File: src/plld_consts.vh
// Constants for the PLL lock detect and monitor control block
// Assumes a register write port of 8-bit address and 8-bit data
`ifndef PLLD_CONSTS_VH
`define PLLD_CONSTS_VH
// ****************************************
// Register addresses
// ****************************************
`define PLLD_ADDR_STATUS_PIN_SELECT_BACKLASH 8'h17
`define PLLD_ADDR_LOCK_DETECT_AND_CAL_CTRL 8'h18
`define PLLD_ADDR_COUNTER_SYNC_AND_PATH_DELAY 8'h19
`define PLLD_ADDR_FREQ_THRESHOLD_LOCK_PIN_SELECT 8'h1A
`define PLLD_ADDR_MONITOR_ENABLE_CTRL 8'h1B
`define PLLD_ADDR_UPDATE 8'h32
// ****************************************
// Reset values
// ****************************************
`define PLLD_RST_17 8'h00
`define PLLD_RST_18 8'h06
`define PLLD_RST_19 8'h00
`define PLLD_RST_1A 8'h00
`define PLLD_RST_1B 8'h00
// ****************************************
// Field positions
// ****************************************
`define PLLD_BKL_LO 0
`define PLLD_LDCNT_LO 5
`define PLLD_LDWIN_BIT 4
`define PLLD_LDDIS_BIT 3
`define PLLD_CALDIV_LO 1
`define PLLD_CALNOW_BIT 0
`define PLLD_SYNC_LO 6
`define PLLD_THR_BIT 6
`define PLLD_UPD_BIT 0
// ****************************************
// Counts and codes
// ****************************************
`define PLLD_LOCK_CNT_0 8'h05
`define PLLD_LOCK_CNT_1 8'h10
`define PLLD_LOCK_CNT_2 8'h40
`define PLLD_LOCK_CNT_3 8'hFF
`define PLLD_BKL_1P3 2'h1
`define PLLD_BKL_2P9 2'h0
`define PLLD_BKL_6P0 2'h2
`define PLLD_SYNC_ASYNC 2'h1
`define PLLD_SYNC_SYNC 2'h2
`define PLLD_PIN_LOCK 6'h00
`define PLLD_PIN_POD 6'h01
`define PLLD_PIN_NOD 6'h02
`define PLLD_PIN_FLOAT 6'h03
`define PLLD_PIN_CURRENT 6'h04
`endif

File: src/plld_cal_divider.v
// Calibration clock divider: reference tick divided by 2, 4, 8 or 16
// Assumes ref_tick is one cycle wide per reference clock edge
`timescale 1ns/10ps
module plld_cal_divider (
  // Clock and reset
  input wire clk,
  input wire rstn,
  // Control
  input wire [1:0] div_sel,
  input wire ref_tick,
  // Output
  output reg cal_tick
);
  reg [3:0] count;
  wire [3:0] last;

  // Terminal count from the select code
  assign last = (4'h2 << div_sel) - 4'h1;

  // Count reference ticks and pulse on wrap
  always @(posedge clk or negedge rstn) begin
    if (!rstn) begin
      count <= 4'h0;
      cal_tick <= 1'b0;
    end else begin
      cal_tick <= 1'b0;
      if (ref_tick) begin
        if (count >= last) begin
          count <= 4'h0;
          cal_tick <= 1'b1;
        end else begin
          count <= count + 4'h1;
        end
      end
    end
  end
endmodule // plld_cal_divider

File: src/plld_lock_detect.v
// Digital lock detector with consecutive in-window cycle counter
// Assumes one pfd_cycle pulse per detector cycle with window results
`timescale 1ns/10ps
`include "plld_consts.vh"
module plld_lock_detect (
  // Clock and reset
  input wire clk,
  input wire rstn,
  // Control
  input wire [1:0] cnt_sel,
  input wire disable_det,
  // Detector cycle results
  input wire pfd_cycle,
  input wire in_window,
  input wire past_loss,
  // Output
  output reg digital_lock_flag
);
  reg [7:0] good_count;
  wire [7:0] need;

  // Required cycle count for a select code
  function [7:0] need_of;
    input [1:0] sel;
    begin
      case (sel)
        2'h0: need_of = `PLLD_LOCK_CNT_0;
        2'h1: need_of = `PLLD_LOCK_CNT_1;
        2'h2: need_of = `PLLD_LOCK_CNT_2;
        default: need_of = `PLLD_LOCK_CNT_3;
      endcase
    end
  endfunction

  assign need = need_of(cnt_sel);

  // Count in-window cycles, hold lock until loss threshold
  always @(posedge clk or negedge rstn) begin
    if (!rstn) begin
      good_count <= 8'h00;
      digital_lock_flag <= 1'b0;
    end else if (disable_det) begin
      good_count <= 8'h00;
      digital_lock_flag <= 1'b0;
    end else if (pfd_cycle) begin
      if (!in_window) begin
        good_count <= 8'h00;
      end else if (good_count < need) begin
        good_count <= good_count + 8'h01;
      end
      if (digital_lock_flag && past_loss) begin
        digital_lock_flag <= 1'b0;
      end else if (in_window && {1'b0, good_count} + 9'h001 >= {1'b0, need}) begin
        digital_lock_flag <= 1'b1;
      end
    end
  end
endmodule // plld_lock_detect

File: src/plld_ctrl.v
// PLL lock detect, calibration and lock indicator pin control
// Assumes register writes come as one-cycle strobes with address and data
// What this block does
// - Two-bit code picks antibacklash width: 2.9, 1.3, 6.0, 2.9 ns.
// - Lock reported after 5, 16, 64 or 255 consecutive in-window cycles.
// - Lock set inside window, held until loss threshold; bit picks range.
// - Disable bit turns digital lock detection off.
// - Calibration clock is reference divided by 2, 4, 8 or 16.
// - Calibration starts only on active calibrate bit rising 0 to 1.
// - Clearing calibrate bit discards completed calibration.
// - Sync pin: 01 async counter reset, 10 sync reset, else nothing.
// - Threshold bit selects high or low reference valid threshold.
// - Top bit clear: lock level, open drain, float or current source.
// - Other codes with top bit clear drive the pin to ground.
// - Top bit set: monitor set, low sixteen high except 20 and 2F, upper sixteen low except 30 and 3F.
// - One level is lock AND selected status AND oscillator status.
// - Selected reference low for first, high for second; inverted above.
// - Writes take effect only on self-clearing update strobe.
`timescale 1ns/10ps
`include "plld_consts.vh"
module plld_ctrl (
  // Clock and reset
  input wire clk,
  input wire rstn,
  // Register write and read port
  input wire wr_en,
  input wire [7:0] wr_addr,
  input wire [7:0] wr_data,
  input wire [7:0] rd_addr,
  input wire rd_active,
  output reg [7:0] rd_data,
  // Detector inputs
  input wire pfd_cycle,
  input wire in_window_high,
  input wire in_window_low,
  input wire past_loss_high,
  input wire past_loss_low,
  input wire ref_tick,
  // Reference status
  input wire first_reference_input,
  input wire second_reference_input,
  input wire ref_selected_clk,
  input wire ref_unselected_clk,
  input wire first_ref_above_high,
  input wire first_ref_above_low,
  input wire second_ref_above_high,
  input wire second_ref_above_low,
  input wire second_ref_selected,
  input wire osc_freq_ok,
  input wire holdover_active,
  input wire loop_supply_level,
  input wire analog_lock,
  // Sync pin
  input wire sync_pin_n,
  // Calibration
  input wire cal_done,
  output reg cal_start,
  output reg cal_discard,
  output wire cal_tick,
  // Counter resets
  output wire counter_reset_async,
  output reg counter_reset_sync,
  // Antibacklash and window range
  output reg [1:0] backlash_code,
  output reg window_low_range,
  // Reference valid
  output wire first_ref_valid,
  output wire second_ref_valid,
  // Lock indicator pin
  output reg lock_indicator_pin_out,
  output reg lock_indicator_pin_oe,
  output reg current_source_output,
  output wire digital_lock_flag
);
  // ****************************************
  // Buffer and active registers
  // ****************************************
  reg [7:0] buf_17;
  reg [7:0] buf_18;
  reg [7:0] buf_19;
  reg [7:0] buf_1a;
  reg [7:0] buf_1b;
  reg [7:0] act_17;
  reg [7:0] act_18;
  reg [7:0] act_19;
  reg [7:0] act_1a;
  reg [7:0] act_1b;
  reg cal_prev;
  reg next_pin;
  reg next_oe;
  wire update;
  wire in_window;
  wire past_loss;
  wire sel_status;
  wire unsel_status;
  wire [5:0] pin_sel;
  wire [4:0] low_code;
  reg mon_level;

  assign update = wr_en && wr_addr == `PLLD_ADDR_UPDATE && wr_data[`PLLD_UPD_BIT];

  // Buffer writes, active copy on update
  always @(posedge clk or negedge rstn) begin
    if (!rstn) begin
      buf_17 <= `PLLD_RST_17;
      buf_18 <= `PLLD_RST_18;
      buf_19 <= `PLLD_RST_19;
      buf_1a <= `PLLD_RST_1A;
      buf_1b <= `PLLD_RST_1B;
      act_17 <= `PLLD_RST_17;
      act_18 <= `PLLD_RST_18;
      act_19 <= `PLLD_RST_19;
      act_1a <= `PLLD_RST_1A;
      act_1b <= `PLLD_RST_1B;
    end else begin
      if (wr_en) begin
        case (wr_addr)
          `PLLD_ADDR_STATUS_PIN_SELECT_BACKLASH: buf_17 <= wr_data;
          `PLLD_ADDR_LOCK_DETECT_AND_CAL_CTRL: buf_18 <= {1'b0, wr_data[6:0]};
          `PLLD_ADDR_COUNTER_SYNC_AND_PATH_DELAY: buf_19 <= wr_data;
          `PLLD_ADDR_FREQ_THRESHOLD_LOCK_PIN_SELECT: buf_1a <= {1'b0, wr_data[6:0]};
          `PLLD_ADDR_MONITOR_ENABLE_CTRL: buf_1b <= wr_data;
          default: ;
        endcase
      end
      if (update) begin
        act_17 <= buf_17;
        act_18 <= buf_18;
        act_19 <= buf_19;
        act_1a <= buf_1a;
        act_1b <= buf_1b;
      end
    end
  end

  // Read back buffer or active bank
  always @(posedge clk or negedge rstn) begin
    if (!rstn) begin
      rd_data <= 8'h00;
    end else begin
      case (rd_addr)
        `PLLD_ADDR_STATUS_PIN_SELECT_BACKLASH: rd_data <= rd_active ? act_17 : buf_17;
        `PLLD_ADDR_LOCK_DETECT_AND_CAL_CTRL: rd_data <= rd_active ? act_18 : buf_18;
        `PLLD_ADDR_COUNTER_SYNC_AND_PATH_DELAY: rd_data <= rd_active ? act_19 : buf_19;
        `PLLD_ADDR_FREQ_THRESHOLD_LOCK_PIN_SELECT: rd_data <= rd_active ? act_1a : buf_1a;
        `PLLD_ADDR_MONITOR_ENABLE_CTRL: rd_data <= rd_active ? act_1b : buf_1b;
        `PLLD_ADDR_UPDATE: rd_data <= {1'b0, cal_done, 5'h00, digital_lock_flag};
        default: rd_data <= 8'h00;
      endcase
    end
  end

  // ****************************************
  // Antibacklash and window range
  // ****************************************
  always @(posedge clk or negedge rstn) begin
    if (!rstn) begin
      backlash_code <= `PLLD_BKL_2P9;
      window_low_range <= 1'b0;
    end else begin
      backlash_code <= act_17[`PLLD_BKL_LO +: 2];
      window_low_range <= act_18[`PLLD_LDWIN_BIT];
    end
  end

  assign in_window = act_18[`PLLD_LDWIN_BIT] ? in_window_low : in_window_high;
  assign past_loss = act_18[`PLLD_LDWIN_BIT] ? past_loss_low : past_loss_high;

  // ****************************************
  // Lock detector and calibration divider
  // ****************************************
  plld_lock_detect u_lock (
    .clk(clk),
    .rstn(rstn),
    .cnt_sel(act_18[`PLLD_LDCNT_LO +: 2]),
    .disable_det(act_18[`PLLD_LDDIS_BIT]),
    .pfd_cycle(pfd_cycle),
    .in_window(in_window),
    .past_loss(past_loss),
    .digital_lock_flag(digital_lock_flag)
  );

  plld_cal_divider u_div (
    .clk(clk),
    .rstn(rstn),
    .div_sel(act_18[`PLLD_CALDIV_LO +: 2]),
    .ref_tick(ref_tick),
    .cal_tick(cal_tick)
  );

  // Calibrate bit edge detection on active bank
  always @(posedge clk or negedge rstn) begin
    if (!rstn) begin
      cal_prev <= 1'b0;
      cal_start <= 1'b0;
      cal_discard <= 1'b0;
    end else begin
      cal_prev <= act_18[`PLLD_CALNOW_BIT];
      cal_start <= act_18[`PLLD_CALNOW_BIT] && !cal_prev;
      cal_discard <= !act_18[`PLLD_CALNOW_BIT] && cal_prev;
    end
  end

  // ****************************************
  // Sync pin counter reset
  // ****************************************
  assign counter_reset_async = !sync_pin_n &&
    act_19[`PLLD_SYNC_LO +: 2] == `PLLD_SYNC_ASYNC;

  always @(posedge clk or negedge rstn) begin
    if (!rstn) begin
      counter_reset_sync <= 1'b0;
    end else begin
      counter_reset_sync <= !sync_pin_n &&
        act_19[`PLLD_SYNC_LO +: 2] == `PLLD_SYNC_SYNC;
    end
  end

  // ****************************************
  // Reference valid threshold
  // ****************************************
  assign first_ref_valid = act_1a[`PLLD_THR_BIT] ? first_ref_above_low :
    first_ref_above_high;
  assign second_ref_valid = act_1a[`PLLD_THR_BIT] ? second_ref_above_low :
    second_ref_above_high;

  assign sel_status = second_ref_selected ? second_ref_valid : first_ref_valid;
  assign unsel_status = second_ref_selected ? first_ref_valid : second_ref_valid;

  // ****************************************
  // Lock indicator pin multiplexer
  // ****************************************
  assign pin_sel = act_1a[5:0];
  assign low_code = pin_sel[4:0];

  // Monitor set level for the lower four code bits
  always @* begin
    case (low_code[3:0])
      4'h0: mon_level = low_code[4] ? loop_supply_level : 1'b0;
      4'h1: mon_level = first_reference_input;
      4'h2: mon_level = second_reference_input;
      4'h3: mon_level = ref_selected_clk;
      4'h4: mon_level = ref_unselected_clk;
      4'h5: mon_level = sel_status;
      4'h6: mon_level = unsel_status;
      4'h7: mon_level = first_ref_valid;
      4'h8: mon_level = second_ref_valid;
      4'h9: mon_level = first_ref_valid && second_ref_valid;
      4'hA: mon_level = digital_lock_flag && sel_status && osc_freq_ok;
      4'hB: mon_level = osc_freq_ok;
      4'hC: mon_level = second_ref_selected;
      4'hD: mon_level = digital_lock_flag;
      4'hE: mon_level = holdover_active;
      default: mon_level = 1'b0;
    endcase
  end

  // Pin level and enable selection
  always @* begin
    next_pin = 1'b0;
    next_oe = 1'b1;
    if (pin_sel[5]) begin
      if (low_code == 5'h00 || low_code == 5'h10 || low_code[3:0] == 4'hF) begin
        next_pin = low_code == 5'h10 ? loop_supply_level : 1'b0;
      end else begin
        next_pin = mon_level ^ low_code[4];
      end
    end else begin
      case (pin_sel)
        `PLLD_PIN_LOCK: next_pin = digital_lock_flag;
        `PLLD_PIN_POD: begin
          next_pin = 1'b1;
          next_oe = analog_lock;
        end
        `PLLD_PIN_NOD: begin
          next_pin = 1'b0;
          next_oe = !analog_lock;
        end
        `PLLD_PIN_FLOAT: next_oe = 1'b0;
        `PLLD_PIN_CURRENT: next_oe = 1'b0;
        default: next_pin = 1'b0;
      endcase
    end
  end

  // Register pin outputs
  always @(posedge clk or negedge rstn) begin
    if (!rstn) begin
      lock_indicator_pin_out <= 1'b0;
      lock_indicator_pin_oe <= 1'b1;
      current_source_output <= 1'b0;
    end else begin
      lock_indicator_pin_out <= next_pin;
      lock_indicator_pin_oe <= next_oe;
      current_source_output <= pin_sel == `PLLD_PIN_CURRENT && digital_lock_flag;
    end
  end
endmodule // plld_ctrl

File: config.mk
export PLATFORM = sky130hd
export DESIGN_NAME = plld_ctrl
export DESIGN_NICKNAME = d
export VERILOG_FILES = /design/src/plld_cal_divider.v /design/src/plld_lock_detect.v /design/src/plld_ctrl.v
export VERILOG_INCLUDE_DIRS = /design/src
export SDC_FILE = /design/constraint.sdc
export NUM_CORES = 1
export LEC_CHECK = 0
export BUFFER_PORTS_ARGS = -buffer_cell sky130_fd_sc_hd__buf_2
export CAP_MARGIN = 20
export CORE_MARGIN = 5
export CORE_UTILIZATION = 50
export DETAILED_ROUTE_END_ITERATION = 8
export PLACE_DENSITY = 0.66
export SLEW_MARGIN = 0
export SYNTH_ARGS = -nofsm -noshare
export SYNTH_HDL_FRONTEND = slang
export SYNTH_SLANG_ARGS = --single-unit
export TNS_END_PERCENT = 1
File: constraint.sdc
create_clock -name clk -period 6.5 [get_ports clk]
set_clock_uncertainty 0.15 [all_clocks]
set_input_delay 1.3 -clock clk [delete_from_list [all_inputs] [get_ports clk]]
set_output_delay 1.3 -clock clk [all_outputs]
set_load 0.1 [all_outputs]
==> metrics <==
status complete, no violations; Area Overhead vs Synth 12.54%; final wirelength 11710 µm; remaining global-route overflow 0; setup_tns 0 ps; Net Sw Frac a little over a quarter; fin nets about 580; CP startpoint kind input pin; FMAX a little under 0.3 GHz; CTS tree yes; global-route wire length before repair 19420 µm; DP Wirelength just over 8000 µm; Die Ht approximately 120 µm; Slew Limit Fails 0; initial antenna violation count 0; maximum VDD drop 0.1436 mV; Synth Area in Simple Gates under 10%; sequential-to-total area share from yosys stat between 40% and 50%; area leader, netlist dfrtp_1; CORE AREA 0.01098 mm²; post-synth top area share a little under half; largest family of logic cells by synthesized area multiplexers; CP most frequent cell buf_2; combinational power share between 10% and 20%; synth top area cells dfrtp_1 45%, mux2_2 12%, mux2i_1 5.6%; layout cells sized above 1 a little over a third; I/O pin count a little over 70; arrival time worst endpoint 2020 ps; Reg power frac between 50 and 60%; worst path buffer plus inverter count 2; Internal approximately 1.0 mW; total number of vias 3769; Clock transition at path regs approximately 70 ps; Final setup viols 0; Post-Synthesis Cells about 450; initial core utilization approximately half; Worst EP required about 5000 ps; clock sinks ~110; actual slew at the worst max-slew pin between 900 and 1000 ps; initial drt markers 255; Yosys reg bits between 100 and 150; predominant post-synthesis flop cell dfrtp_1; xor-xnor portion of the synthesized cell area less than 1%; # DRC 0; Placed Cells 639; Die Area 0.01357 mm²; Commonest cells post-synth 103 x dfrtp_1, 58 x mux2_2, 32 x mux2i_1; Mean Syn Cell Area approximately 13 µm²; maximum fanout along the worst path 2; vias per inst approximately 5.8; Async S/R FF share, synth 100.0%; largest net degree at the start of global routing 60; Yosys warning total 0; gr usage total 18.47%; Switching Power roughly 0.37 mW; Cell Rows 38; setup bufs post-CTS 0; Power Density between 200 and 250 mW/mm²; crit-path cells buf_2 -> nor3b_1 -> buf_2; WS Path Type input pin to output port; Synth Area in Adders approximately 5.3%; Clk pwr share a little over a third; Slew headroom 34.76%; critical path's top delay family buffers and inverters; ANT nets after route 0; Hold Buf Count CTS 0; CP endpoint kind output port; post_cts resized 0; clock tree buffer depth 2; worst skew pair latency around 350 ps; max-cap violations 0; clock root buffer clkbuf_16; Compound-Gate Fraction of Synth Area 9.247%; mux share of post-synthesis cell area 25.71%; leakage around 3.2 nW; n_diodes 0; number of synthesized flops with an enable pin 0; routability cong. 0.8260; Hold WC Path Type flip-flop to flip-flop; fin crit share about 53%; WL/cell ~18 µm; most frequent cell after synthesis dfrtp_1; Unique masters post-synth 59; largest stage delay on the critical path 450 ps; Synth Cell Area approximately 0.0057 mm²; Hold WS approximately 270 ps; H-tree depth 3; Layout Cells excl Fill 655; cts bufs inserted 9; port bufs 70; Slowest-stage cell, CP buf_2; Die X 116.5 µm; Hold Fails Final Rpt 0; RSZ-0062 raised after global routing false; Tot Pwr between 1 and 1.5 mW; Syn Nets approximately 520; vias in the first global route just under 4000; Tmin final ~3500 ps; drt first pass iters 4
## path summary, 6_finish.rpt
| check | from | end | slack, ps | cells after the start |
|---|---|---|---|---|
| max in group asynchronous | rstn | buf_17[4] | 4210 | 2 |
| min in group asynchronous | rstn | u_lock.good_count[0] | 880 | 1 |
| hold / removal | act_17[1] | backlash_code[1] | 270 | 0 |
| hold reg to reg | act_17[1] | backlash_code[1] | 270 | 0 |
| setup reg to reg | act_18[5] | u_lock.good_count[7] | 3860 | 9 |
| setup / recovery | sync_pin_n | counter_reset_async | 3030 | 3 |
## cell families after synthesis
| family | count (synthesis) |
|---|---|
| AND/OR/NAND/NOR | 83 |
| flip-flops | 108 |
| XOR/XNOR | 4 |
| buffers and inverters | 37 |
| adder cells (fa/ha/maj) | 24 |
| AO/OA/AOI/OAI | 71 |
| multiplexers | 118 |
## power by group through the flow
stage          clock network [mW]  logic [mW]  registers [mW]
4_1_cts                     0.521       0.180           0.718
6_report                    0.505       0.177           0.718
3_5_place_dp                    0       0.180           0.731
5_1_grt                     0.548       0.198           0.722
3_3_place_gp                    0       0.174           0.730
2_1_floorplan                   0      0.0971           0.751
## registers in the layout, summed over array words and instances (netlist names), 7 cells and up
| register | flops |
|---|---|
| u_lock.good_count | 8 |
| act_18 | 7 |
| buf_1b | 8 |
| buf_18 | 7 |
| act_19 | 8 |
| buf_17 | 8 |
| buf_1a | 7 |
| act_17 | 8 |
| act_1a | 7 |
| buf_19 | 8 |
| rd_data | 8 |
| act_1b | 8 |
## per-layer routing
layer | share of wire, % | vias to the layer above | global-route usage, %
met4 | 1.3 | 0 | 4.331
li1 | - | 1791 | -
met1 | 45 | 1898 | 24.43
met3 | 3.8 | 13 | 3.990
met5 | 0 | - | 0
met2 | 50 | 67 | 31.24
## worst reg2reg max path: stages (launching register included)
cell,delay [ps]
dfrtp_1,420
inv_1,60
ha_1,330
inv_1,80
ha_1,270
o21ai_0,60
a21oi_1,160
o2111ai_1,220
a221oi_2,620
a32o_1,210
## through the flow
step                      setup WS (ps)  util, %  cell area, µm²
after global placement             3053    55.63            6110
final                              3032    58.09            6380
after global routing               2993    58.09            6380
after CTS                          3029    58.09            6380
after detailed placement           3037    55.63            6110
after floorplan                    1562        -            5669
## layout by cell type (no fill, tap or decap), types with 2 or more instances in the layout
master,Yosys,layout
clkinv_2,0,2
a211oi_1,2,2
o2111ai_1,3,3
o22ai_1,3,3
nand2b_1,7,7
dfrtp_1,103,103
and2_1,2,2
buf_2,7,69
mux4_2,7,7
nand2_1,21,21
o311ai_0,2,2
and3_1,4,4
mux2_2,58,58
dfstp_2,5,5
buf_4,1,3
a31oi_1,2,2
nor2b_1,5,5
mux2_4,20,20
a21o_1,8,8
ha_1,24,24
nor3b_1,4,4
nand4_1,2,2
mux2i_1,32,32
clkinvlp_4,0,3
o221ai_1,8,8
nand3b_1,5,5
or3_1,2,2
nor2_1,12,12
o22a_1,6,6
o21ai_0,9,9
or2_2,2,2
nand3_1,8,8
clkbuf_16,0,9
xnor2_1,3,3
inv_1,19,19
a21oi_1,12,12
a32o_1,4,4
## layout make-up
class,count,area [µm²]
timing repair buffer,72,367.9
clock buffer,10,229.0
fill,920,4603
tap,140,175.2
sequential,108,2709
clock inverter,6,41.29
inverter,19,71.32
multi-input combinational,300,2786
No activity file was read; power rests on OpenSTA's default activity.
